[src/e1bc_map.vh]
/*
 * address map, field positions and reset values for the e1 receive
 * block error counter bank.
 * assumes an 8-bit microprocessor port with a 16-bit address whose top
 * nibble selects the channel and whose low 12 bits select the register.
 */
`ifndef E1BC_MAP_VH
`define E1BC_MAP_VH

// address split: channel nibble over a 12-bit register offset
`define E1BC_ADDR_W 16
`define E1BC_CH_MSB 15
`define E1BC_CH_LSB 12
`define E1BC_OFS_MSB 11
`define E1BC_OFS_LSB 0
`define E1BC_OFS_W 12

// register offsets within one channel
`define E1BC_SYNC_BIT_ERROR_COUNT_HIGH 12'h905
`define E1BC_SYNC_BIT_ERROR_COUNT_LOW 12'h906
`define E1BC_FAR_END_BLOCK_ERROR_COUNT_HIGH 12'h907
`define E1BC_FAR_END_BLOCK_ERROR_COUNT_LOW 12'h908

// counter layout
`define E1BC_CNT_W 16
`define E1BC_BYTE_W 8
`define E1BC_HI_MSB 15
`define E1BC_HI_LSB 8
`define E1BC_LO_MSB 7
`define E1BC_LO_LSB 0

// reset and clear values
`define E1BC_CNT_RESET 16'h0000
`define E1BC_CNT_ONE 16'h0001
`define E1BC_CNT_MAX 16'hFFFF
`define E1BC_BYTE_RESET 8'h00
`define E1BC_UNMAPPED_DATA 8'h00

`endif

[src/e1bc_err_counter.v]
/*
 * one 16-bit clear-on-read error counter with a lower-byte snapshot.
 * assumes inc, rd_high and rd_low come from logic on ref_clk and that
 * rd_high and rd_low are never high in the same cycle.
 */
`timescale 1ns/10ps
`default_nettype none
`include "e1bc_map.vh"

module e1bc_err_counter (
    input wire ref_clk,
    input wire resetn,
    input wire inc,
    input wire rd_high,
    input wire rd_low,
    output wire [`E1BC_CNT_W-1:0] live_count,
    output wire [`E1BC_BYTE_W-1:0] low_hold,
    output wire hold_valid
);

    reg [`E1BC_CNT_W-1:0] count_reg;
    reg [`E1BC_CNT_W-1:0] count_next;
    reg [`E1BC_BYTE_W-1:0] hold_reg;
    reg [`E1BC_BYTE_W-1:0] hold_next;
    reg hold_valid_reg;
    reg hold_valid_next;

    // next count: an event in the clearing cycle is kept, never lost
    always @* begin
        count_next = count_reg;
        hold_next = hold_reg;
        hold_valid_next = hold_valid_reg;
        if (rd_high) begin
            hold_next = count_reg[`E1BC_LO_MSB:`E1BC_LO_LSB];
            hold_valid_next = 1'b1;
            count_next = inc ? `E1BC_CNT_ONE : `E1BC_CNT_RESET;
        end else if (rd_low) begin
            hold_valid_next = 1'b0;
            if (!hold_valid_reg) begin
                // low read without a prior high read: clear just what was shown
                count_next = {count_reg[`E1BC_HI_MSB:`E1BC_HI_LSB], `E1BC_BYTE_RESET};
                if (inc) begin
                    count_next = count_next + `E1BC_CNT_ONE;
                end
            end else if (inc && count_reg != `E1BC_CNT_MAX) begin
                count_next = count_reg + `E1BC_CNT_ONE;
            end
        end else if (inc && count_reg != `E1BC_CNT_MAX) begin
            // saturate rather than wrap so a long gap never reads small
            count_next = count_reg + `E1BC_CNT_ONE;
        end
    end

    always @(posedge ref_clk) begin
        if (!resetn) begin
            count_reg <= `E1BC_CNT_RESET;
            hold_reg <= `E1BC_BYTE_RESET;
            hold_valid_reg <= 1'b0;
        end else begin
            count_reg <= count_next;
            hold_reg <= hold_next;
            hold_valid_reg <= hold_valid_next;
        end
    end

    assign live_count = count_reg;
    assign low_hold = hold_reg;
    assign hold_valid = hold_valid_reg;

endmodule

`default_nettype wire

[src/e1bc_rx_block_error_counters.v]
/*
 * per-channel receive crc-4 sync-bit error and far-end block error
 * counters, read over the framer's 8-bit microprocessor port.
 * the counters themselves live in e1bc_err_counter, two per channel.
 * each channel holds two 16-bit clear-on-read counters, each seen as
 * an upper byte and a lower byte at adjacent offsets.
 * an upper-byte read returns bits 15 to 8, parks bits 7 to 0 in a
 * snapshot and restarts the live count, so the lower-byte read that
 * follows returns a value coherent with the upper byte.
 * a lower-byte read with no snapshot pending returns the live low byte
 * and clears only that byte; the upper byte is kept for a later read.
 * counts saturate at all ones instead of wrapping, so a neglected
 * counter never reads back as a small number.
 * an error that arrives in the clearing cycle is kept as a count of one.
 * reads of an unknown offset, or of a channel at or above NUM_CH, return
 * zero with the unmapped flag set and touch no counter.
 * no interrupt and no write path; every register is read-only.
 * read data, the answer pulse and the unmapped flag all come from
 * flip-flops; the data and the flag hold until the next read is taken.
 * assumes the receive framer runs on ref_clk and delivers one-cycle
 * event strobes and sync-loss levels per channel; the host port is
 * synchronous to ref_clk with a one-cycle read strobe.
 * assumes the framer has already qualified the e-bit strobe for crc-4
 * multiframe mode; this block only gates it with the fas and crc-4 sync-loss levels.
 * assumes NUM_CH is at most 16, the reach of the channel nibble.
 */
`timescale 1ns/10ps
`default_nettype none
`include "e1bc_map.vh"

module e1bc_rx_block_error_counters #(
    parameter NUM_CH = 4
) (
    input wire ref_clk,
    input wire resetn,
    input wire [NUM_CH-1:0] sync_bit_error,
    input wire [NUM_CH-1:0] ebit_strobe,
    input wire [NUM_CH-1:0] ebit_value,
    input wire [NUM_CH-1:0] fas_sync_lost,
    input wire [NUM_CH-1:0] crc_mf_sync_lost,
    input wire [NUM_CH-1:0] cas_mf_sync_lost,
    input wire [`E1BC_ADDR_W-1:0] cpu_addr,
    input wire cpu_rd,
    output reg [`E1BC_BYTE_W-1:0] cpu_rdata_reg,
    output reg cpu_rvalid_reg,
    output reg cpu_unmapped_reg
);

    // decoded channel and register offset of the current access;
    // the channel nibble is widened before the range check so that the
    // compare against NUM_CH is done at full width
    wire [`E1BC_CH_MSB-`E1BC_CH_LSB:0] addr_ch;
    wire [`E1BC_OFS_W-1:0] addr_ofs;
    wire ch_in_range;

    assign addr_ch = cpu_addr[`E1BC_CH_MSB:`E1BC_CH_LSB];
    assign addr_ofs = cpu_addr[`E1BC_OFS_MSB:`E1BC_OFS_LSB];
    assign ch_in_range = ({28'h0000000, addr_ch} < NUM_CH);

    // one-hot read selects, shared by every channel; decoding the offset
    // once and qualifying it per channel keeps the decoder out of the loop
    reg sel_sync_high;
    reg sel_sync_low;
    reg sel_feb_high;
    reg sel_feb_low;
    reg sel_any;

    always @* begin
        sel_sync_high = 1'b0;
        sel_sync_low = 1'b0;
        sel_feb_high = 1'b0;
        sel_feb_low = 1'b0;
        if (addr_ofs == `E1BC_SYNC_BIT_ERROR_COUNT_HIGH) begin
            sel_sync_high = 1'b1;
        end else if (addr_ofs == `E1BC_SYNC_BIT_ERROR_COUNT_LOW) begin
            sel_sync_low = 1'b1;
        end else if (addr_ofs == `E1BC_FAR_END_BLOCK_ERROR_COUNT_HIGH) begin
            sel_feb_high = 1'b1;
        end else if (addr_ofs == `E1BC_FAR_END_BLOCK_ERROR_COUNT_LOW) begin
            sel_feb_low = 1'b1;
        end
        // only a known offset on an existing channel counts as a hit
        sel_any = ch_in_range & (sel_sync_high | sel_sync_low | sel_feb_high | sel_feb_low);
    end

    // per-channel counter state, flattened for the read mux;
    // instance outputs land in flat vectors and are sliced per channel,
    // since plain verilog has no array ports to carry them
    wire [NUM_CH*`E1BC_CNT_W-1:0] sync_live_flat;
    wire [NUM_CH*`E1BC_BYTE_W-1:0] sync_hold_flat;
    wire [NUM_CH-1:0] sync_hold_valid;
    wire [NUM_CH*`E1BC_CNT_W-1:0] feb_live_flat;
    wire [NUM_CH*`E1BC_BYTE_W-1:0] feb_hold_flat;
    wire [NUM_CH-1:0] feb_hold_valid;
    wire [NUM_CH-1:0] feb_inc;
    wire [NUM_CH-1:0] ch_hit;

    // one counter pair per channel
    genvar gi;
    generate
        for (gi = 0; gi < NUM_CH; gi = gi + 1) begin : g_ch
            // a read only touches the channel it addresses
            assign ch_hit[gi] = cpu_rd & ch_in_range & (addr_ch == gi);

            // far-end error: a zero e-bit, but only while fas and crc-4 sync hold;
            // cas multiframe loss is deliberately not part of the gate;
            // a one e-bit marks a good far-end block and is dropped here
            assign feb_inc[gi] = ebit_strobe[gi] & ~ebit_value[gi]
                & ~fas_sync_lost[gi] & ~crc_mf_sync_lost[gi];

            // sync-bit errors count with no gate of their own
            e1bc_err_counter u_sync (
                .ref_clk(ref_clk),
                .resetn(resetn),
                .inc(sync_bit_error[gi]),
                .rd_high(ch_hit[gi] & sel_sync_high),
                .rd_low(ch_hit[gi] & sel_sync_low),
                .live_count(sync_live_flat[gi*`E1BC_CNT_W +: `E1BC_CNT_W]),
                .low_hold(sync_hold_flat[gi*`E1BC_BYTE_W +: `E1BC_BYTE_W]),
                .hold_valid(sync_hold_valid[gi])
            );

            // far-end counter sees only the gated event
            e1bc_err_counter u_feb (
                .ref_clk(ref_clk),
                .resetn(resetn),
                .inc(feb_inc[gi]),
                .rd_high(ch_hit[gi] & sel_feb_high),
                .rd_low(ch_hit[gi] & sel_feb_low),
                .live_count(feb_live_flat[gi*`E1BC_CNT_W +: `E1BC_CNT_W]),
                .low_hold(feb_hold_flat[gi*`E1BC_BYTE_W +: `E1BC_BYTE_W]),
                .hold_valid(feb_hold_valid[gi])
            );
        end
    endgenerate

    // pick the addressed channel's counter state; an address past the
    // last channel matches no entry and leaves the zero defaults, which
    // sel_any masks out anyway
    reg [`E1BC_CNT_W-1:0] sync_live_sel;
    reg [`E1BC_BYTE_W-1:0] sync_hold_sel;
    reg sync_hold_valid_sel;
    reg [`E1BC_CNT_W-1:0] feb_live_sel;
    reg [`E1BC_BYTE_W-1:0] feb_hold_sel;
    reg feb_hold_valid_sel;
    // loop index for the channel mux, fixed bounds only
    integer ci;

    always @* begin
        sync_live_sel = `E1BC_CNT_RESET;
        sync_hold_sel = `E1BC_BYTE_RESET;
        sync_hold_valid_sel = 1'b0;
        feb_live_sel = `E1BC_CNT_RESET;
        feb_hold_sel = `E1BC_BYTE_RESET;
        feb_hold_valid_sel = 1'b0;
        for (ci = 0; ci < NUM_CH; ci = ci + 1) begin
            if (addr_ch == ci[`E1BC_CH_MSB-`E1BC_CH_LSB:0]) begin
                sync_live_sel = sync_live_flat[ci*`E1BC_CNT_W +: `E1BC_CNT_W];
                sync_hold_sel = sync_hold_flat[ci*`E1BC_BYTE_W +: `E1BC_BYTE_W];
                sync_hold_valid_sel = sync_hold_valid[ci];
                feb_live_sel = feb_live_flat[ci*`E1BC_CNT_W +: `E1BC_CNT_W];
                feb_hold_sel = feb_hold_flat[ci*`E1BC_BYTE_W +: `E1BC_BYTE_W];
                feb_hold_valid_sel = feb_hold_valid[ci];
            end
        end
    end

    // read data: a low byte comes from the snapshot when a high read
    // preceded it, otherwise straight from the live counter;
    // clear effects land at the same edge that captures the data
    reg [`E1BC_BYTE_W-1:0] rdata_next;

    always @* begin
        rdata_next = `E1BC_UNMAPPED_DATA;
        if (!sel_any) begin
            rdata_next = `E1BC_UNMAPPED_DATA;
        end else if (sel_sync_high) begin
            rdata_next = sync_live_sel[`E1BC_HI_MSB:`E1BC_HI_LSB];
        end else if (sel_sync_low) begin
            rdata_next = sync_hold_valid_sel ? sync_hold_sel
                : sync_live_sel[`E1BC_LO_MSB:`E1BC_LO_LSB];
        end else if (sel_feb_high) begin
            rdata_next = feb_live_sel[`E1BC_HI_MSB:`E1BC_HI_LSB];
        end else begin
            rdata_next = feb_hold_valid_sel ? feb_hold_sel
                : feb_live_sel[`E1BC_LO_MSB:`E1BC_LO_LSB];
        end
    end

    // registered answer, one cycle after the strobe; data holds until the next read
    // rvalid pulses for every read, mapped or not, so the host never waits
    // on an unmapped access; the flag tells it the byte is not a count
    always @(posedge ref_clk) begin
        if (!resetn) begin
            cpu_rdata_reg <= `E1BC_BYTE_RESET;
            cpu_rvalid_reg <= 1'b0;
            cpu_unmapped_reg <= 1'b0;
        end else begin
            cpu_rvalid_reg <= cpu_rd;
            if (cpu_rd) begin
                cpu_rdata_reg <= rdata_next;
                cpu_unmapped_reg <= ~sel_any;
            end
        end
    end

endmodule

`default_nettype wire

[config.mk]
export PLATFORM = sky130hd
export DESIGN_NAME = e1bc_rx_block_error_counters
export DESIGN_NICKNAME = d
export VERILOG_FILES = /design/src/e1bc_err_counter.v /design/src/e1bc_rx_block_error_counters.v
export VERILOG_INCLUDE_DIRS = /design/src
export SDC_FILE = /design/constraint.sdc
export NUM_CORES = 1
export LEC_CHECK = 0
export BUFFER_PORTS_ARGS = -buffer_cell sky130_fd_sc_hd__buf_4
export CORE_UTILIZATION = 50
export CTS_BUF_LIST = sky130_fd_sc_hd__clkbuf_16
export CTS_CLUSTER_SIZE = 8
export DETAILED_ROUTE_END_ITERATION = 7
export PLACE_DENSITY = 0.67
export SKIP_LAST_GASP = 1
export SLEW_MARGIN = 5
export SYNTH_ARGS = -nofsm -noshare
export SYNTH_HDL_FRONTEND = slang
export SYNTH_SLANG_ARGS = --single-unit
export TNS_END_PERCENT = 10
[constraint.sdc]
create_clock -name ref_clk -period 2.9 [get_ports ref_clk]
set_input_delay 0.58 -clock ref_clk [delete_from_list [all_inputs] [get_ports ref_clk]]
set_output_delay 0.58 -clock ref_clk [all_outputs]
set_load 0.02 [all_outputs]
-- After elaboration in Yosys (flattened, before gate mapping)
Index checks and enable logic that the tools add are counted.
- add/sub/neg operators: 16
- order comparisons: 1
- eq/ne operators: 23
- multiplexer cells: 104
- bitwise logic cells: 50
- reductions and logical operators: 17
- operators with widths (cell ; number):
    $mux W16 ; 48
    $add A16 B1 Y16 const B ; 16
    $ne A16 B16 Y1 const B ; 8
    $mux W8 ; 14
    $eq A12 B12 Y1 const B ; 4
    $mux W1 ; 42
    $and A1 B1 Y1 ; 34
    $ne A4 B2 Y1 const B ; 4
    $ne A4 B3 Y1 const B ; 4
    $reduce_bool A2 Y1 ; 8
    $not A1 Y1 ; 13
    $eq A4 B2 Y1 const B ; 2
    $logic_and A1 B1 Y1 ; 8
    $eq A4 B1 Y1 const B ; 1
    $logic_not A4 Y1 ; 1
    $lt A4 B3 Y1 const B ; 1
    $or A1 B1 Y1 ; 3
- register bits: 210
- word-level logic and storage cells: 246

-- Depth between registers and ports, before layout
Gate-level depths: netlist (run 1).
- depth after elaboration: 10
- gate-level depth with buffers: 9

-- Hierarchy
A second synthesis (run 1) with hierarchy kept.
- cells, all modules: 1256
- area, all modules: 12082.8 sq um
- modules (own cells, without submodules) (module ; instances ; cells each ; area an instance (sq um) ; seq. area each (sq um)):
    e1bc_err_counter ; 8 ; 132 ; 1237.4 ; 500.5
    e1bc_rx_block_error_counters ; 1 ; 200 ; 2183.3 ; 200.2

-- Least setup slack after synthesis (run 1)
OpenSTA, ideal clock, no wires.
- path type: input port to flip-flop
- from: in ebit_value[0]
- to: reg g_ch[0].u_feb.count_reg[15]
- setup time: 115 ps
- data arrival time: 2319 ps
- slack: 467 ps
- stages: 6
- cells stage by stage: or4b_1 > buf_2 > or3_4 > a2111oi_4 > a31oi_1 > o21a_1
- word-level cells in the longest chain between the ends: 9
- ends and longest elaborated chain (what ; RTL line ; text):
    start: declaration ; e1bc_rx_block_error_counters.v:38 ; input wire [NUM_CH-1:0] ebit_value,
    $not A1 Y1 * ; e1bc_rx_block_error_counters.v:108 ; assign feb_inc[gi] = ebit_strobe[gi] & ~ebit_value[gi]
    $and A1 B1 Y1 * ; e1bc_rx_block_error_counters.v:108 ;
    $and A1 B1 Y1 * (2 in a row) ; e1bc_rx_block_error_counters.v:109 ; & ~fas_sync_lost[gi] & ~crc_mf_sync_lost[gi];
    $logic_and A1 B1 Y1 (no line) ; n/a ;
    $mux W16 (4 in a row) ; n/a ;
    end signal: assignment ; e1bc_err_counter.v:56 ; count_reg <= `E1BC_CNT_RESET;
    end signal: assignment ; e1bc_err_counter.v:60 ; count_reg <= count_next;
    end: declaration ; e1bc_err_counter.v:21 ; reg [`E1BC_CNT_W-1:0] count_reg;
Every way passes the cells marked *; elsewhere a longest branch is shown, timed or not.
A chain may end at the register's enable or synchronous reset.

-- Worst setup path in the final report (run 1)
- from: reg g_ch[1].u_feb.count_reg[0]
- to: reg g_ch[1].u_feb.count_reg[9]
- word-level cells in the longest chain between the ends: 6
- ends and longest elaborated chain (what ; RTL line ; text):
    start: declaration ; e1bc_err_counter.v:21 ;
    start signal: assignment ; e1bc_err_counter.v:56 ;
    start signal: assignment ; e1bc_err_counter.v:60 ;
    branches (longest 2 deep; another with $add A16 B1 Y16) ; n/a ;
    $mux W16 * ; e1bc_err_counter.v:45, e1bc_err_counter.v:48 ;
    $mux W16 ; e1bc_err_counter.v:39 ; if (!hold_valid_reg) begin
    $mux W16 * ; e1bc_err_counter.v:37 ; end else if (rd_low) begin
    $mux W16 * ; e1bc_err_counter.v:33 ; if (rd_high) begin
Mark *: on every way between the ends.

==> results of run 1 <==
[critical path, stage by stage (launching register included)]
cell and delay, ns:
dfxtp_1 0.46, ha_1 0.27, and2_0 0.33, nand2_1 0.16
o21ai_0 0.68, o221ai_1 0.19, o41ai_1 0.11
[worst paths after layout]
path                                    start                           to  depth (start not counted)
setup / recovery  g_ch[1].u_feb.live_count[0]  g_ch[1].u_feb.live_count[9]                          6
hold / removal                         cpu_rd             cpu_unmapped_reg                          2
setup reg to reg  g_ch[1].u_feb.live_count[0]  g_ch[1].u_feb.live_count[9]                          6
hold reg to reg    g_ch[3].u_sync.low_hold[0]   g_ch[3].u_sync.low_hold[0]                          2
[Yosys cell counts (all sizes together) (8+ instances only)]
master,count,area [sq um]
and4,12,105
nand4,41,257
nor4,13,115
mux4,50,1130
and3,19,119
dfxtp,210,4200
a211oi,15,113
inv,28,105
o21ai,75,387
mux2i,27,270
nand3,52,260
nor3,24,163
or4,25,188
nor2,94,405
a2111oi,13,164
buf,27,155
o31ai,21,176
nand2,181,679
or3,31,199
ha,8,100
and2,8,50.1
o211ai,17,133
clkbuf,36,136
a21oi,145,726
xnor2,30,263
xor2,23,201
[report_power, final]
group	internal, uW	switching (uW)
clock network	1940	1220
registers	2910	26.3
logic	136	196
total	4980	1440
[logic make-up (layout without fill, tap and decap cells)]
kind of cell | count (synthesis) | count (layout) | synth area share [%]
compound gates | 359 | 359 | 19.7
xor+xnor | 53 | 53 | 3.97
fa+ha+maj | 8 | 8 | 0.855
buf+inv | 91 | 170 | 3.39
flops | 210 | 210 | 35.9
mux | 78 | 78 | 12.0
simple gates | 535 | 535 | 24.1
[routing by layer]
layer / vias up / global-route usage [%]
met5: - / 0
met1: 5332 / 43.8
met4: 0 / 8.06
met2: 494 / 42.9
met3: 65 / 5.21
li1: 5187 / -
[cell type report]
| type | instances | area, sq um | share of cell area [%] |
|---|---|---|---|
| multi-input combinational | 1033 | 7100 | 52.8 |
| sequential | 210 | 4200 | 31.2 |
| tap | 313 | 392 | 2.91 |
| clock buffer | 31 | 776 | 5.76 |
| timing repair buffer | 108 | 848 | 6.30 |
| inverter | 28 | 105 | 0.781 |
| clock inverter | 3 | 37.5 | 0.279 |
[stage by stage]
stage	utilization [%]	power (uW)	area [sq um]
global route	59.1	6580	13500
floorplan	-	3180	11700
global placement	55.5	3310	12700
detailed placement	55.5	3320	12700
CTS	59.1	6450	13500
finish	59.1	6420	13500
==> impl_metrics.prom, run 1 <==
# TYPE chip_impl_metric gauge
chip_impl_metric{name="grt-ovfl-total",unit=""} 0
chip_impl_metric{name="cts_buffers",unit=""} 30
chip_impl_info{name="most-common-layout-cells",value="210 x dfxtp_1, 181 x nand2_1, 145 x a21oi_1"} 1
chip_impl_metric{name="max-cap-violations",unit=""} 0
chip_impl_metric{name="layout.filler_cells",unit=""} 2033
chip_impl_metric{name="critical_path.max_fanout",unit=""} 7
chip_impl_metric{name="vdd_ir_drop_max",unit="mV"} 0.303
chip_impl_metric{name="cp.required",unit="ns"} 3.33
chip_impl_metric{name="layout-drive-gt1-share",unit="%"} 16.5
chip_impl_metric{name="tightestPinTransition",unit="ns"} 1.11
chip_impl_metric{name="syn_inst",unit=""} 1334
chip_impl_metric{name="antenna_cells_inserted",unit=""} 0
chip_impl_metric{name="pre_cts_slack",unit="ns"} 0.101
chip_impl_metric{name="timing.final.max_slew_violations",unit=""} 0
chip_impl_metric{name="antenna_found_initial",unit=""} 0
chip_impl_metric{name="ant_nets",unit=""} 0
chip_impl_info{name="min_path_type",value="primary input to flop"} 1
chip_impl_info{name="routed.top_layer",value="met4"} 1
chip_impl_metric{name="timing_hold_violations_final",unit=""} 0
chip_impl_metric{name="drt-met1-wl",unit="mm"} 15.8
chip_impl_metric{name="synth_edf_count",unit=""} 0
chip_impl_metric{name="route.detailed.drc",unit=""} 0
chip_impl_metric{name="totalWireLength",unit="mm"} 35.2
chip_impl_metric{name="synth_seq_area_share",unit="%"} 35.9
chip_impl_metric{name="syn2layout_area_growth",unit="%"} 15.1
chip_impl_info{name="yosys_most_used_dff",value="dfxtp_1"} 1
chip_impl_metric{name="p_per_area",unit="mW/mm^2"} 477
chip_impl_metric{name="port-buffer-count",unit=""} 48
chip_impl_metric{name="fp.coreArea",unit="sq mm"} 0.0228
chip_impl_metric{name="yosys_register_bits",unit=""} 210
chip_impl_metric{name="setup-violations-final",unit=""} 0
chip_impl_metric{name="cp_data_arrival_time",unit="ns"} 2.76
chip_impl_info{name="cp-start-kind",value="flop"} 1
chip_impl_metric{name="synth.cell_area",unit="sq mm"} 0.0117
chip_impl_metric{name="netlist-cell-type-count",unit=""} 87
chip_impl_metric{name="mappedNetlistNets",unit=""} 1385
chip_impl_metric{name="cts-hold-fix-buffers",unit=""} 0
chip_impl_metric{name="hold-worst-slack",unit="ns"} 0.316
chip_impl_metric{name="first_iter_violations",unit=""} 1087
chip_impl_info{name="status",value="complete, no violations"} 1
chip_impl_metric{name="timing.setup.tns",unit="ns"} 0
chip_impl_metric{name="first_global_vias",unit=""} 10000
chip_impl_metric{name="initial_drt_pass_iterations",unit=""} 5
chip_impl_info{name="crit_type",value="flop to flop"} 1
chip_impl_metric{name="synth_warnings",unit=""} 0
chip_impl_metric{name="static-leakage-power",unit="uW"} 0.00437
chip_impl_metric{name="routed_wire_length_per_instance",unit="um"} 20.4
chip_impl_metric{name="grt_first_pass_wirelength",unit="mm"} 55.3
chip_impl_metric{name="die_w",unit="um"} 155
chip_impl_metric{name="initial_core_util",unit="%"} 51.4
chip_impl_metric{name="design.portCount",unit=""} 53
chip_impl_info{name="clk_root_buffer_cell",value="clkbuf_16"} 1
chip_impl_metric{name="fin_cells",unit=""} 1726
chip_impl_metric{name="instance_count_after_placement_with_tap_cells_included",unit=""} 1692
chip_impl_metric{name="globalplace.congestion",unit=""} 0.952
chip_impl_metric{name="drt-vias-per-instance",unit=""} 6.42
chip_impl_metric{name="max-clock-path-buffers",unit=""} 3
chip_impl_metric{name="postSynthAreaPerCell",unit="sq um"} 8.77
chip_impl_metric{name="timing.clock.skew",unit="ns"} 0.00862
chip_impl_metric{name="maxClockFrequency",unit="MHz"} 430
chip_impl_metric{name="synth_async_sr_flop_share",unit="%"} 0
chip_impl_info{name="timing.critical_path.to_type",value="flop"} 1
chip_impl_info{name="most_common_library_cell_in_the_layout_ignoring_fill_and_taps",value="dfxtp_1"} 1
chip_impl_metric{name="timing.final.crit_period",unit="ns"} 2.33
chip_impl_metric{name="clock_latency",unit="ns"} 0.54
chip_impl_metric{name="cts-htree-levels",unit=""} 1
chip_impl_metric{name="clk_pin_slew_worst_paths",unit="ns"} 0.05
chip_impl_info{name="tritoncts",value="done"} 1
chip_impl_metric{name="post_cts_resized",unit=""} 0
chip_impl_metric{name="dp_hpwl",unit="mm"} 25.9
chip_impl_info{name="grt_setup_unrepaired",value="false"} 1
chip_impl_metric{name="cts_post_setup_buffers_inserted",unit=""} 0
chip_impl_metric{name="cts.sinks",unit=""} 210
chip_impl_metric{name="die_height",unit="um"} 155
chip_impl_metric{name="layout_worst_path_cycle_share",unit="%"} 80.3
chip_impl_metric{name="detailroute.wirelength.met2",unit="mm"} 14.8
chip_impl_metric{name="ff2ff_setup_slack",unit="ns"} 0.57
chip_impl_metric{name="worst_slew_margin_rel",unit="%"} 25.3
chip_impl_metric{name="core_rows",unit=""} 55
chip_impl_metric{name="grt_util_all_layers",unit="%"} 29.3
chip_impl_metric{name="fp.dieArea",unit="sq mm"} 0.0240
chip_impl_metric{name="grt_max_degree",unit=""} 30
chip_impl_metric{name="routed-wl-met3",unit="mm"} 3.79
chip_impl_metric{name="vias",unit=""} 11100
chip_impl_metric{name="finalWorstSetupSlack",unit="ns"} 0.573
chip_impl_metric{name="layout.nets",unit=""} 1462
(Power assumes the default switching activity.)
==> inputs of run 2 (changes only) <==
- clock period: 2.9 -> 2.3 ns (I/O delays scaled with it)
==> run 2 against run 1 <==
  * Global-route usage up 1.4 points
  * Via count rose by 4.1%
  * Clock power rose by 26%
  * Hold slack got worse by 0.14 ns
  * Critical path type unchanged
  * Highest routed layer unchanged
==> impl_metrics.prom, run 2 (synthesis results as in run 1) <==
# TYPE chip_impl_metric gauge
chip_impl_info{name="crit_type",value="flop to flop"} 1
chip_impl_metric{name="timing_hold_violations_final",unit=""} 0
chip_impl_metric{name="register_area",unit="sq mm"} 0.00420
chip_impl_info{name="crit-reg2reg-capture",value="g_ch[2].u_feb.live_count[1]"} 1
chip_impl_metric{name="routed_wire_length_per_instance",unit="um"} 19.9
chip_impl_metric{name="whs_path_depth",unit=""} 2
chip_impl_metric{name="dp_hpwl",unit="mm"} 27.4
chip_impl_metric{name="grt_util_met3",unit="%"} 7.19
chip_impl_metric{name="p_per_area",unit="mW/mm^2"} 569
chip_impl_metric{name="worst_slew_margin_rel",unit="%"} 58.8
chip_impl_metric{name="max-cap-violations",unit=""} 0
chip_impl_metric{name="max_stage_delay_on_crit_path",unit="ns"} 0.68
chip_impl_info{name="whs_endpoint",value="cpu_unmapped_reg"} 1
chip_impl_metric{name="cp.required",unit="ns"} 2.74
chip_impl_metric{name="fp.dieArea",unit="sq mm"} 0.0240
chip_impl_metric{name="switching_share",unit="%"} 23.1
chip_impl_metric{name="layout.filler_cells",unit=""} 1951
chip_impl_metric{name="cts-htree-levels",unit=""} 1
chip_impl_metric{name="port-buffer-count",unit=""} 48
chip_impl_metric{name="vias",unit=""} 11500
chip_impl_info{name="crit_chain",value="ha_1 > inv_1 > or4_1 > o21ai_1 > mux2i_1 > nor2_1"} 1
chip_impl_info{name="status",value="complete, no violations"} 1
chip_impl_metric{name="clock_latency",unit="ns"} 0.55
chip_impl_metric{name="layout_worst_path_cycle_share",unit="%"} 92.1
chip_impl_metric{name="max-clock-path-buffers",unit=""} 3
chip_impl_metric{name="antenna_cells_inserted",unit=""} 0
chip_impl_metric{name="design.portCount",unit=""} 53
chip_impl_metric{name="antenna_found_initial",unit=""} 0
chip_impl_metric{name="totalWireLength",unit="mm"} 36.5
chip_impl_metric{name="post_cts_resized",unit=""} 0
chip_impl_metric{name="syn2layout_area_growth",unit="%"} 22.4
chip_impl_metric{name="cts_buffers",unit=""} 30
chip_impl_metric{name="timing.clock.skew",unit="ns"} 0.0127
chip_impl_metric{name="grt.met1_usage",unit="%"} 44.2
chip_impl_metric{name="tightestPinTransition",unit="ns"} 0.617
chip_impl_metric{name="globalplace.congestion",unit=""} 0.930
chip_impl_metric{name="grt-ovfl-total",unit=""} 0
chip_impl_info{name="most-common-layout-cells",value="210 x dfxtp_1, 207 x buf_4, 181 x nand2_1"} 1
chip_impl_metric{name="ff2ff_path_depth",unit=""} 6
chip_impl_metric{name="cts_post_setup_buffers_inserted",unit=""} 0
chip_impl_metric{name="cts.sinks",unit=""} 210
chip_impl_metric{name="power.clock.fraction",unit="%"} 48.9
chip_impl_metric{name="maxClockFrequency",unit="MHz"} 472
chip_impl_metric{name="timing.final.crit_period",unit="ns"} 2.12
chip_impl_metric{name="ff2ff_setup_slack",unit="ns"} 0.18
chip_impl_metric{name="p_sw",unit="uW"} 1880
chip_impl_metric{name="timing.final.max_slew_violations",unit=""} 0
chip_impl_metric{name="drt-vias-per-instance",unit=""} 6.29
chip_impl_info{name="hold_start",value="cpu_rd"} 1
chip_impl_metric{name="layout.nets",unit=""} 1569
chip_impl_metric{name="route.detailed.drc",unit=""} 0
chip_impl_info{name="most_common_library_cell_in_the_layout_ignoring_fill_and_taps",value="dfxtp_1"} 1
chip_impl_metric{name="cts-hold-fix-buffers",unit=""} 0
chip_impl_metric{name="use_met2",unit="%"} 45.7
chip_impl_metric{name="die_w",unit="um"} 155
chip_impl_metric{name="seq_power_share",unit="%"} 45.3
chip_impl_metric{name="first_iter_violations",unit=""} 1212
chip_impl_info{name="timing.rr.start",value="g_ch[2].u_feb.live_count[1]"} 1
chip_impl_metric{name="setup-violations-final",unit=""} 0
chip_impl_metric{name="timing.setup.tns",unit="ns"} 0
chip_impl_metric{name="critical_path.max_fanout",unit=""} 9
chip_impl_metric{name="initial_drt_pass_iterations",unit=""} 5
chip_impl_metric{name="vdd_ir_drop_max",unit="mV"} 0.533
chip_impl_info{name="globalRoute.busiestLayer",value="met2"} 1
chip_impl_metric{name="static-leakage-power",unit="uW"} 0.00491
chip_impl_metric{name="first_global_vias",unit=""} 10700
chip_impl_info{name="tritoncts",value="done"} 1
chip_impl_metric{name="fp.coreArea",unit="sq mm"} 0.0228
chip_impl_info{name="timing.critical_path.slowest_stage_cell",value="or4_1"} 1
chip_impl_info{name="grt_setup_unrepaired",value="false"} 1
chip_impl_metric{name="grt_util_all_layers",unit="%"} 30.6
chip_impl_metric{name="clk_pin_slew_worst_paths",unit="ns"} 0.06
chip_impl_metric{name="grt_first_pass_wirelength",unit="mm"} 57.7
chip_impl_metric{name="instance_count_after_placement_with_tap_cells_included",unit=""} 1799
chip_impl_metric{name="grt_max_degree",unit=""} 37
chip_impl_info{name="timing.critical_path.to_type",value="flop"} 1
chip_impl_metric{name="ant_nets",unit=""} 0
chip_impl_metric{name="core_rows",unit=""} 55
chip_impl_metric{name="comb_power_share",unit="%"} 5.8
chip_impl_info{name="cp-start-kind",value="flop"} 1
chip_impl_metric{name="die_height",unit="um"} 155
chip_impl_info{name="clk_root_buffer_cell",value="clkbuf_16"} 1
chip_impl_metric{name="cp_data_arrival_time",unit="ns"} 2.56
chip_impl_metric{name="initial_core_util",unit="%"} 51.4
chip_impl_metric{name="fin_cells",unit=""} 1833
chip_impl_metric{name="multiInputGateArea",unit="sq mm"} 0.00710
chip_impl_metric{name="layout-drive-gt1-share",unit="%"} 22.4
chip_impl_metric{name="power.internal",unit="uW"} 6260
chip_impl_info{name="min_path_type",value="primary input to flop"} 1
[run 2: changes by cell type in the layout (fill, tap and decap cells not counted), sizes merged]
cell,delta
clkbuf,-1
clkinv,+1
buf,+107
[run 2: final cells by class]
class	count	share of cell area [%]
Timing Repair Buffer	215	12.0
Clock inverter	4	0.376
Inverter	28	0.734
Multi-Input combinational cell	1033	49.6
Tap cell	313	2.73
Sequential cell	210	29.4
Clock buffer	30	5.24
[run 2: per-layer routing]
layer  part of all wire [%]  wire (um)
met2                     42      15400
met4                    2.4        862
met1                     44      15900
met3                     12       4290
met5                      0          0
[run 2: worst max-delay path by stage]
stage / slack [ns] / startpoint / to
finish: 0.18 / g_ch[2].u_feb.live_count[1] / g_ch[2].u_feb.live_count[1]
global route: 0.05 / g_ch[0].u_sync.live_count[1] / g_ch[0].u_sync.live_count[12]
CTS: 0.20 / g_ch[2].u_feb.live_count[1] / g_ch[2].u_feb.live_count[0]
detailed placement: -0.19 / cpu_addr[7] / g_ch[3].u_feb.live_count[2]
global placement: -0.17 / cpu_addr[7] / g_ch[3].u_feb.live_count[2]
floorplan: -0.0008 / cpu_addr[13] / g_ch[3].u_feb.live_count[5]
[run 2: critical path, delay by kind of cell, from the launching register on]
family,cells,cell delay [ns]
AOI/OAI and AO/OA,1,0.27
adders and majority gates,1,0.26
buffers and inverters,1,0.08
and+or+nand+nor,2,0.73
DFF,1,0.43
muxes,1,0.24
[run 2: metrics by stage]
stage / worst slack (ns) / total power (uW) / hold slack (ns) / utilization [%] / area, sq um
final: 0.183 / 8140 / 0.177 / 62.9 / 14300
after global routing: 0.0499 / 8370 / 0.194 / 62.9 / 14300
after global placement: -0.174 / 4220 / 0.440 / 59.3 / 13500
after detailed placement: -0.193 / 4230 / 0.447 / 59.3 / 13500
after floorplan: -0.000753 / 4010 / 0.433 / - / 11700
after CTS: 0.198 / 8190 / 0.166 / 62.9 / 14300
[run 2: power groups by stage]
stage               registers [uW]  logic [uW]  clock network (uW)
finish                        3690         474                3980
global placement              3760         458                   0
global route                  3690         510                4170
detailed placement            3760         466                   0
CTS                           3690         468                4040
floorplan                     3760         252                   0
==> inputs of run 3 (changes only) <==
- ABC_AREA: unset -> 1
- CTS_CLUSTER_DIAMETER: unset -> 60
==> run 3 against run 2 <==
  * Non-clock buffer count fell by 77
  * Setup slack improved by 0.0067 ns
  * Combinational power rose by 9.3%
  * Clock power fell by 1%
  * Synthesized cell count rose by 42%
  * Die area rose by 4.3%
  * Global-route usage rose by 1.3 points
  * Clock-buffer cell count rose by 1
  * Register-to-register slack barely moved
  * Sequential power barely moved
  * Sequential share of layout area rose by 0.21 points
  * Largest cell class unchanged
  * Final cell count rose by 27%
==> impl_metrics.prom, run 3 <==
# TYPE chip_impl_metric gauge
chip_impl_info{name="tritoncts",value="done"} 1
chip_impl_info{name="clk_root_buffer_cell",value="clkbuf_16"} 1
chip_impl_metric{name="cp.required",unit="ns"} 2.73
chip_impl_info{name="worstSetupStartpoint",value="g_ch[2].u_feb.live_count[1]"} 1
chip_impl_metric{name="layout.filler_cells",unit=""} 2290
chip_impl_metric{name="dp_hpwl",unit="mm"} 30.8
chip_impl_metric{name="clk_pin_slew_worst_paths",unit="ns"} 0.05
chip_impl_metric{name="fin_cells",unit=""} 2331
chip_impl_metric{name="timing.clock.skew",unit="ns"} 0.0188
chip_impl_info{name="timing.rr.start",value="g_ch[2].u_feb.live_count[1]"} 1
chip_impl_info{name="crit-reg2reg-capture",value="g_ch[2].u_feb.live_count[12]"} 1
chip_impl_metric{name="critical_path.max_fanout",unit=""} 14
chip_impl_info{name="crit_chain",value="ha_1 > inv_1 > nor2_1 > nand3_1 > nor3_1 > nand2_1 > nand2_1 > inv_1 > nand2_1 > nand2_1 > nand3_1 > o21ai_0"} 1
chip_impl_info{name="cp-endpoint",value="g_ch[2].u_feb.live_count[12]"} 1
chip_impl_metric{name="tightestPinTransition",unit="ns"} 0.875
chip_impl_metric{name="netlist-cell-type-count",unit=""} 48
chip_impl_metric{name="die_height",unit="um"} 158
chip_impl_info{name="crit_type",value="flop to flop"} 1
chip_impl_metric{name="port-buffer-count",unit=""} 48
chip_impl_metric{name="finalCoreUtilization",unit="%"} 59.9
chip_impl_metric{name="antenna_found_initial",unit=""} 0
chip_impl_metric{name="maxClockFrequency",unit="MHz"} 474
chip_impl_metric{name="grt-ovfl-total",unit=""} 0
chip_impl_metric{name="timing.final.max_slew_violations",unit=""} 0
chip_impl_metric{name="vdd_ir_drop_max",unit="mV"} 0.465
chip_impl_metric{name="max_stage_delay_on_crit_path",unit="ns"} 0.33
chip_impl_metric{name="mappedNetlistNets",unit=""} 1948
chip_impl_metric{name="postSynthAreaPerCell",unit="sq um"} 6.44
chip_impl_info{name="yosysMostFrequentCell",value="nand2_1"} 1
chip_impl_info{name="post_synth_most_frequent_cells",value="463 x nand2_1, 256 x nor2_1, 210 x dfxtp_1, 189 x inv_1, 155 x nand3_1"} 1
chip_impl_metric{name="ff2ff_setup_slack",unit="ns"} 0.19
chip_impl_metric{name="grt_max_degree",unit=""} 40
chip_impl_metric{name="syn_inst",unit=""} 1897
chip_impl_info{name="timing.critical_path.slowest_stage_cell",value="dfxtp_1"} 1
chip_impl_metric{name="routed_wire_length_per_instance",unit="um"} 17.0
chip_impl_metric{name="layout.nets",unit=""} 2060
chip_impl_metric{name="cts_buffers",unit=""} 31
chip_impl_metric{name="instance_count_after_placement_with_tap_cells_included",unit=""} 2295
chip_impl_metric{name="vias",unit=""} 13000
chip_impl_metric{name="cts_post_setup_buffers_inserted",unit=""} 0
chip_impl_metric{name="pre_cts_slack",unit="ns"} 0.0706
chip_impl_metric{name="design.portCount",unit=""} 53
chip_impl_metric{name="synth_top_area_share",unit="%"} 34.4
chip_impl_metric{name="first_iter_violations",unit=""} 1511
chip_impl_metric{name="max-cap-violations",unit=""} 0
chip_impl_metric{name="stdcell_area",unit="sq mm"} 0.0142
chip_impl_info{name="synthTopCellsByArea",value="dfxtp_1 34%, nand2_1 14%, nor2_1 7.9%, nand3_1 6.3%, inv_1 5.8%"} 1
chip_impl_metric{name="cp_data_arrival_time",unit="ns"} 2.54
chip_impl_metric{name="antenna_cells_inserted",unit=""} 0
chip_impl_metric{name="register_area",unit="sq mm"} 0.00420
chip_impl_info{name="grt_setup_unrepaired",value="true"} 1
chip_impl_info{name="min_path_type",value="primary input to flop"} 1
chip_impl_info{name="most-common-layout-cells",value="463 x nand2_1, 255 x nor2_1, 210 x dfxtp_1"} 1
chip_impl_metric{name="die_w",unit="um"} 158
chip_impl_metric{name="initial_core_util",unit="%"} 51.4
chip_impl_metric{name="first_global_vias",unit=""} 11400
chip_impl_metric{name="cts-htree-levels",unit=""} 1
chip_impl_metric{name="ant_nets",unit=""} 0
chip_impl_metric{name="totalWireLength",unit="mm"} 39.6
chip_impl_metric{name="static-leakage-power",unit="uW"} 0.00553
chip_impl_metric{name="max-clock-path-buffers",unit=""} 3
chip_impl_metric{name="finalPower",unit="uW"} 8180
chip_impl_metric{name="worst_slew_margin_rel",unit="%"} 41.5
chip_impl_metric{name="globalplace.congestion",unit=""} 0.963
chip_impl_metric{name="multiInputGateArea",unit="sq mm"} 0.00688
chip_impl_info{name="most_common_library_cell_in_the_layout_ignoring_fill_and_taps",value="nand2_1"} 1
chip_impl_metric{name="cts.sinks",unit=""} 210
chip_impl_info{name="status",value="complete, no violations"} 1
chip_impl_metric{name="critical_path_depth",unit=""} 12
chip_impl_metric{name="dpl_cell_area",unit="sq mm"} 0.0134
chip_impl_metric{name="yosys_register_bits",unit=""} 210
chip_impl_metric{name="grt_first_pass_wirelength",unit="mm"} 61.7
chip_impl_metric{name="ff2ff_path_depth",unit=""} 12
chip_impl_metric{name="synth_edf_count",unit=""} 0
chip_impl_metric{name="p_per_area",unit="mW/mm^2"} 575
chip_impl_metric{name="crit_buf_inv",unit=""} 2
chip_impl_metric{name="synth.cell_area",unit="sq mm"} 0.0122
chip_impl_metric{name="layout_worst_path_cycle_share",unit="%"} 91.8
chip_impl_info{name="yosysTopAreaCell",value="dfxtp_1"} 1
chip_impl_info{name="timing.critical_path.to_type",value="flop"} 1
chip_impl_metric{name="drt-vias-per-instance",unit=""} 5.57
chip_impl_metric{name="timing.final.crit_period",unit="ns"} 2.11
chip_impl_metric{name="synth_async_sr_flop_share",unit="%"} 0
chip_impl_metric{name="clock_latency",unit="ns"} 0.55
chip_impl_metric{name="initial_drt_pass_iterations",unit=""} 6
chip_impl_metric{name="syn2layout_area_growth",unit="%"} 16.4
chip_impl_metric{name="timing_hold_violations_final",unit=""} 0
chip_impl_info{name="cp-start-kind",value="flop"} 1
chip_impl_metric{name="core_rows",unit=""} 56
chip_impl_metric{name="grt_util_all_layers",unit="%"} 31.9
chip_impl_metric{name="setup-violations-final",unit=""} 0
chip_impl_info{name="yosys_most_used_dff",value="dfxtp_1"} 1
chip_impl_metric{name="cts-hold-fix-buffers",unit=""} 0
chip_impl_info{name="cpLargestDelayFamily",value="simple AND/OR/NAND/NOR gates"} 1
chip_impl_metric{name="fp.coreArea",unit="sq mm"} 0.0238
chip_impl_metric{name="synth_seq_area_share",unit="%"} 34.4
chip_impl_metric{name="finalWorstSetupSlack",unit="ns"} 0.190
chip_impl_info{name="top_cell_by_count_worst_path",value="nand2_1"} 1
chip_impl_metric{name="route.detailed.drc",unit=""} 0
chip_impl_metric{name="layout-drive-gt1-share",unit="%"} 12.5
chip_impl_metric{name="synth_warnings",unit=""} 0
chip_impl_metric{name="fp.dieArea",unit="sq mm"} 0.0251
-- run 3: cell count changes after synthesis, moves of 39 or more --
cell	before	now
o21ai_0	63	112
nand3_1	52	155
nor3_1	18	57
a21oi_1	145	104
nand2_1	181	463
nor2_1	85	256
mux4_2	50	0
inv_1	28	189
-- run 3: what timing repair did --
action,CTS,global route
gates resized for setup,0,1
hold endpoints to repair,0,0
endpoints found under the setup margin,0,3
-- run 3: area by class of cell --
type,instances,area share [%]
multi-input cells,1411,48.4
well taps,319,2.81
inverters,217,5.78
clock inverters,5,0.185
flip-flops and latches,210,29.6
clock buffers,31,5.46
repair buffers,138,7.81
-- run 3: per-layer routing --
metal / part of all wire (%) / vias up / GRT usage (%)
met5: 0 / - / 0
met4: 1.8 / 0 / 6.59
met3: 10 / 51 / 5.85
met2: 41 / 551 / 45.9
met1: 47 / 5918 / 48.7
li1: - / 6468 / -
-- run 3: report_power, final --
group / leakage [uW] / internal (uW) / switching [uW]
Clock: 0.000405 / 2350 / 1590
Combinational: 0.00343 / 189 / 329
Sequential: 0.00170 / 3680 / 39.6
-- run 3: logic make-up after synthesis --
logic type / count (synthesis) / synth area share, %
AOI/OAI and AO/OA: 309 / 14.4
xor gates and xnor gates: 43 / 3.08
buffers and inverters: 276 / 9.30
and+or+nand+nor: 1051 / 38.0
adders and majority gates: 8 / 0.819
DFF: 210 / 34.4
-- run 3: through the flow --
stage | hold slack [ns] | TNS [ns]
detailed placement | 0.455 | 0
global route | 0.158 | -0.0185
finish | 0.133 | 0
floorplan | 0.425 | 0
global placement | 0.444 | 0
CTS | 0.125 | 0
-- run 3: worst min path at each step --
stage | cells after the start | endpoint | from
after detailed placement | 2 | g_ch[0].u_feb.low_hold[6] | g_ch[0].u_feb.low_hold[6]
final | 3 | cpu_rvalid_reg | cpu_rd
after global placement | 2 | g_ch[0].u_feb.low_hold[6] | g_ch[0].u_feb.low_hold[6]
after CTS | 3 | cpu_rvalid_reg | cpu_rd
after global routing | 3 | cpu_rvalid_reg | cpu_rd
after floorplan | 2 | g_ch[0].u_feb.low_hold[6] | g_ch[0].u_feb.low_hold[6]
-- run 3: worst register-to-register path, delay by kind of cell, from the launching register on --
| kind | cells | cell delay, ns |
|---|---|---|
| simple gates | 8 | 1.03 |
| buf+inv | 2 | 0.35 |
| compound gates | 1 | 0.07 |
| flops | 1 | 0.33 |
| fa+ha+maj | 1 | 0.21 |
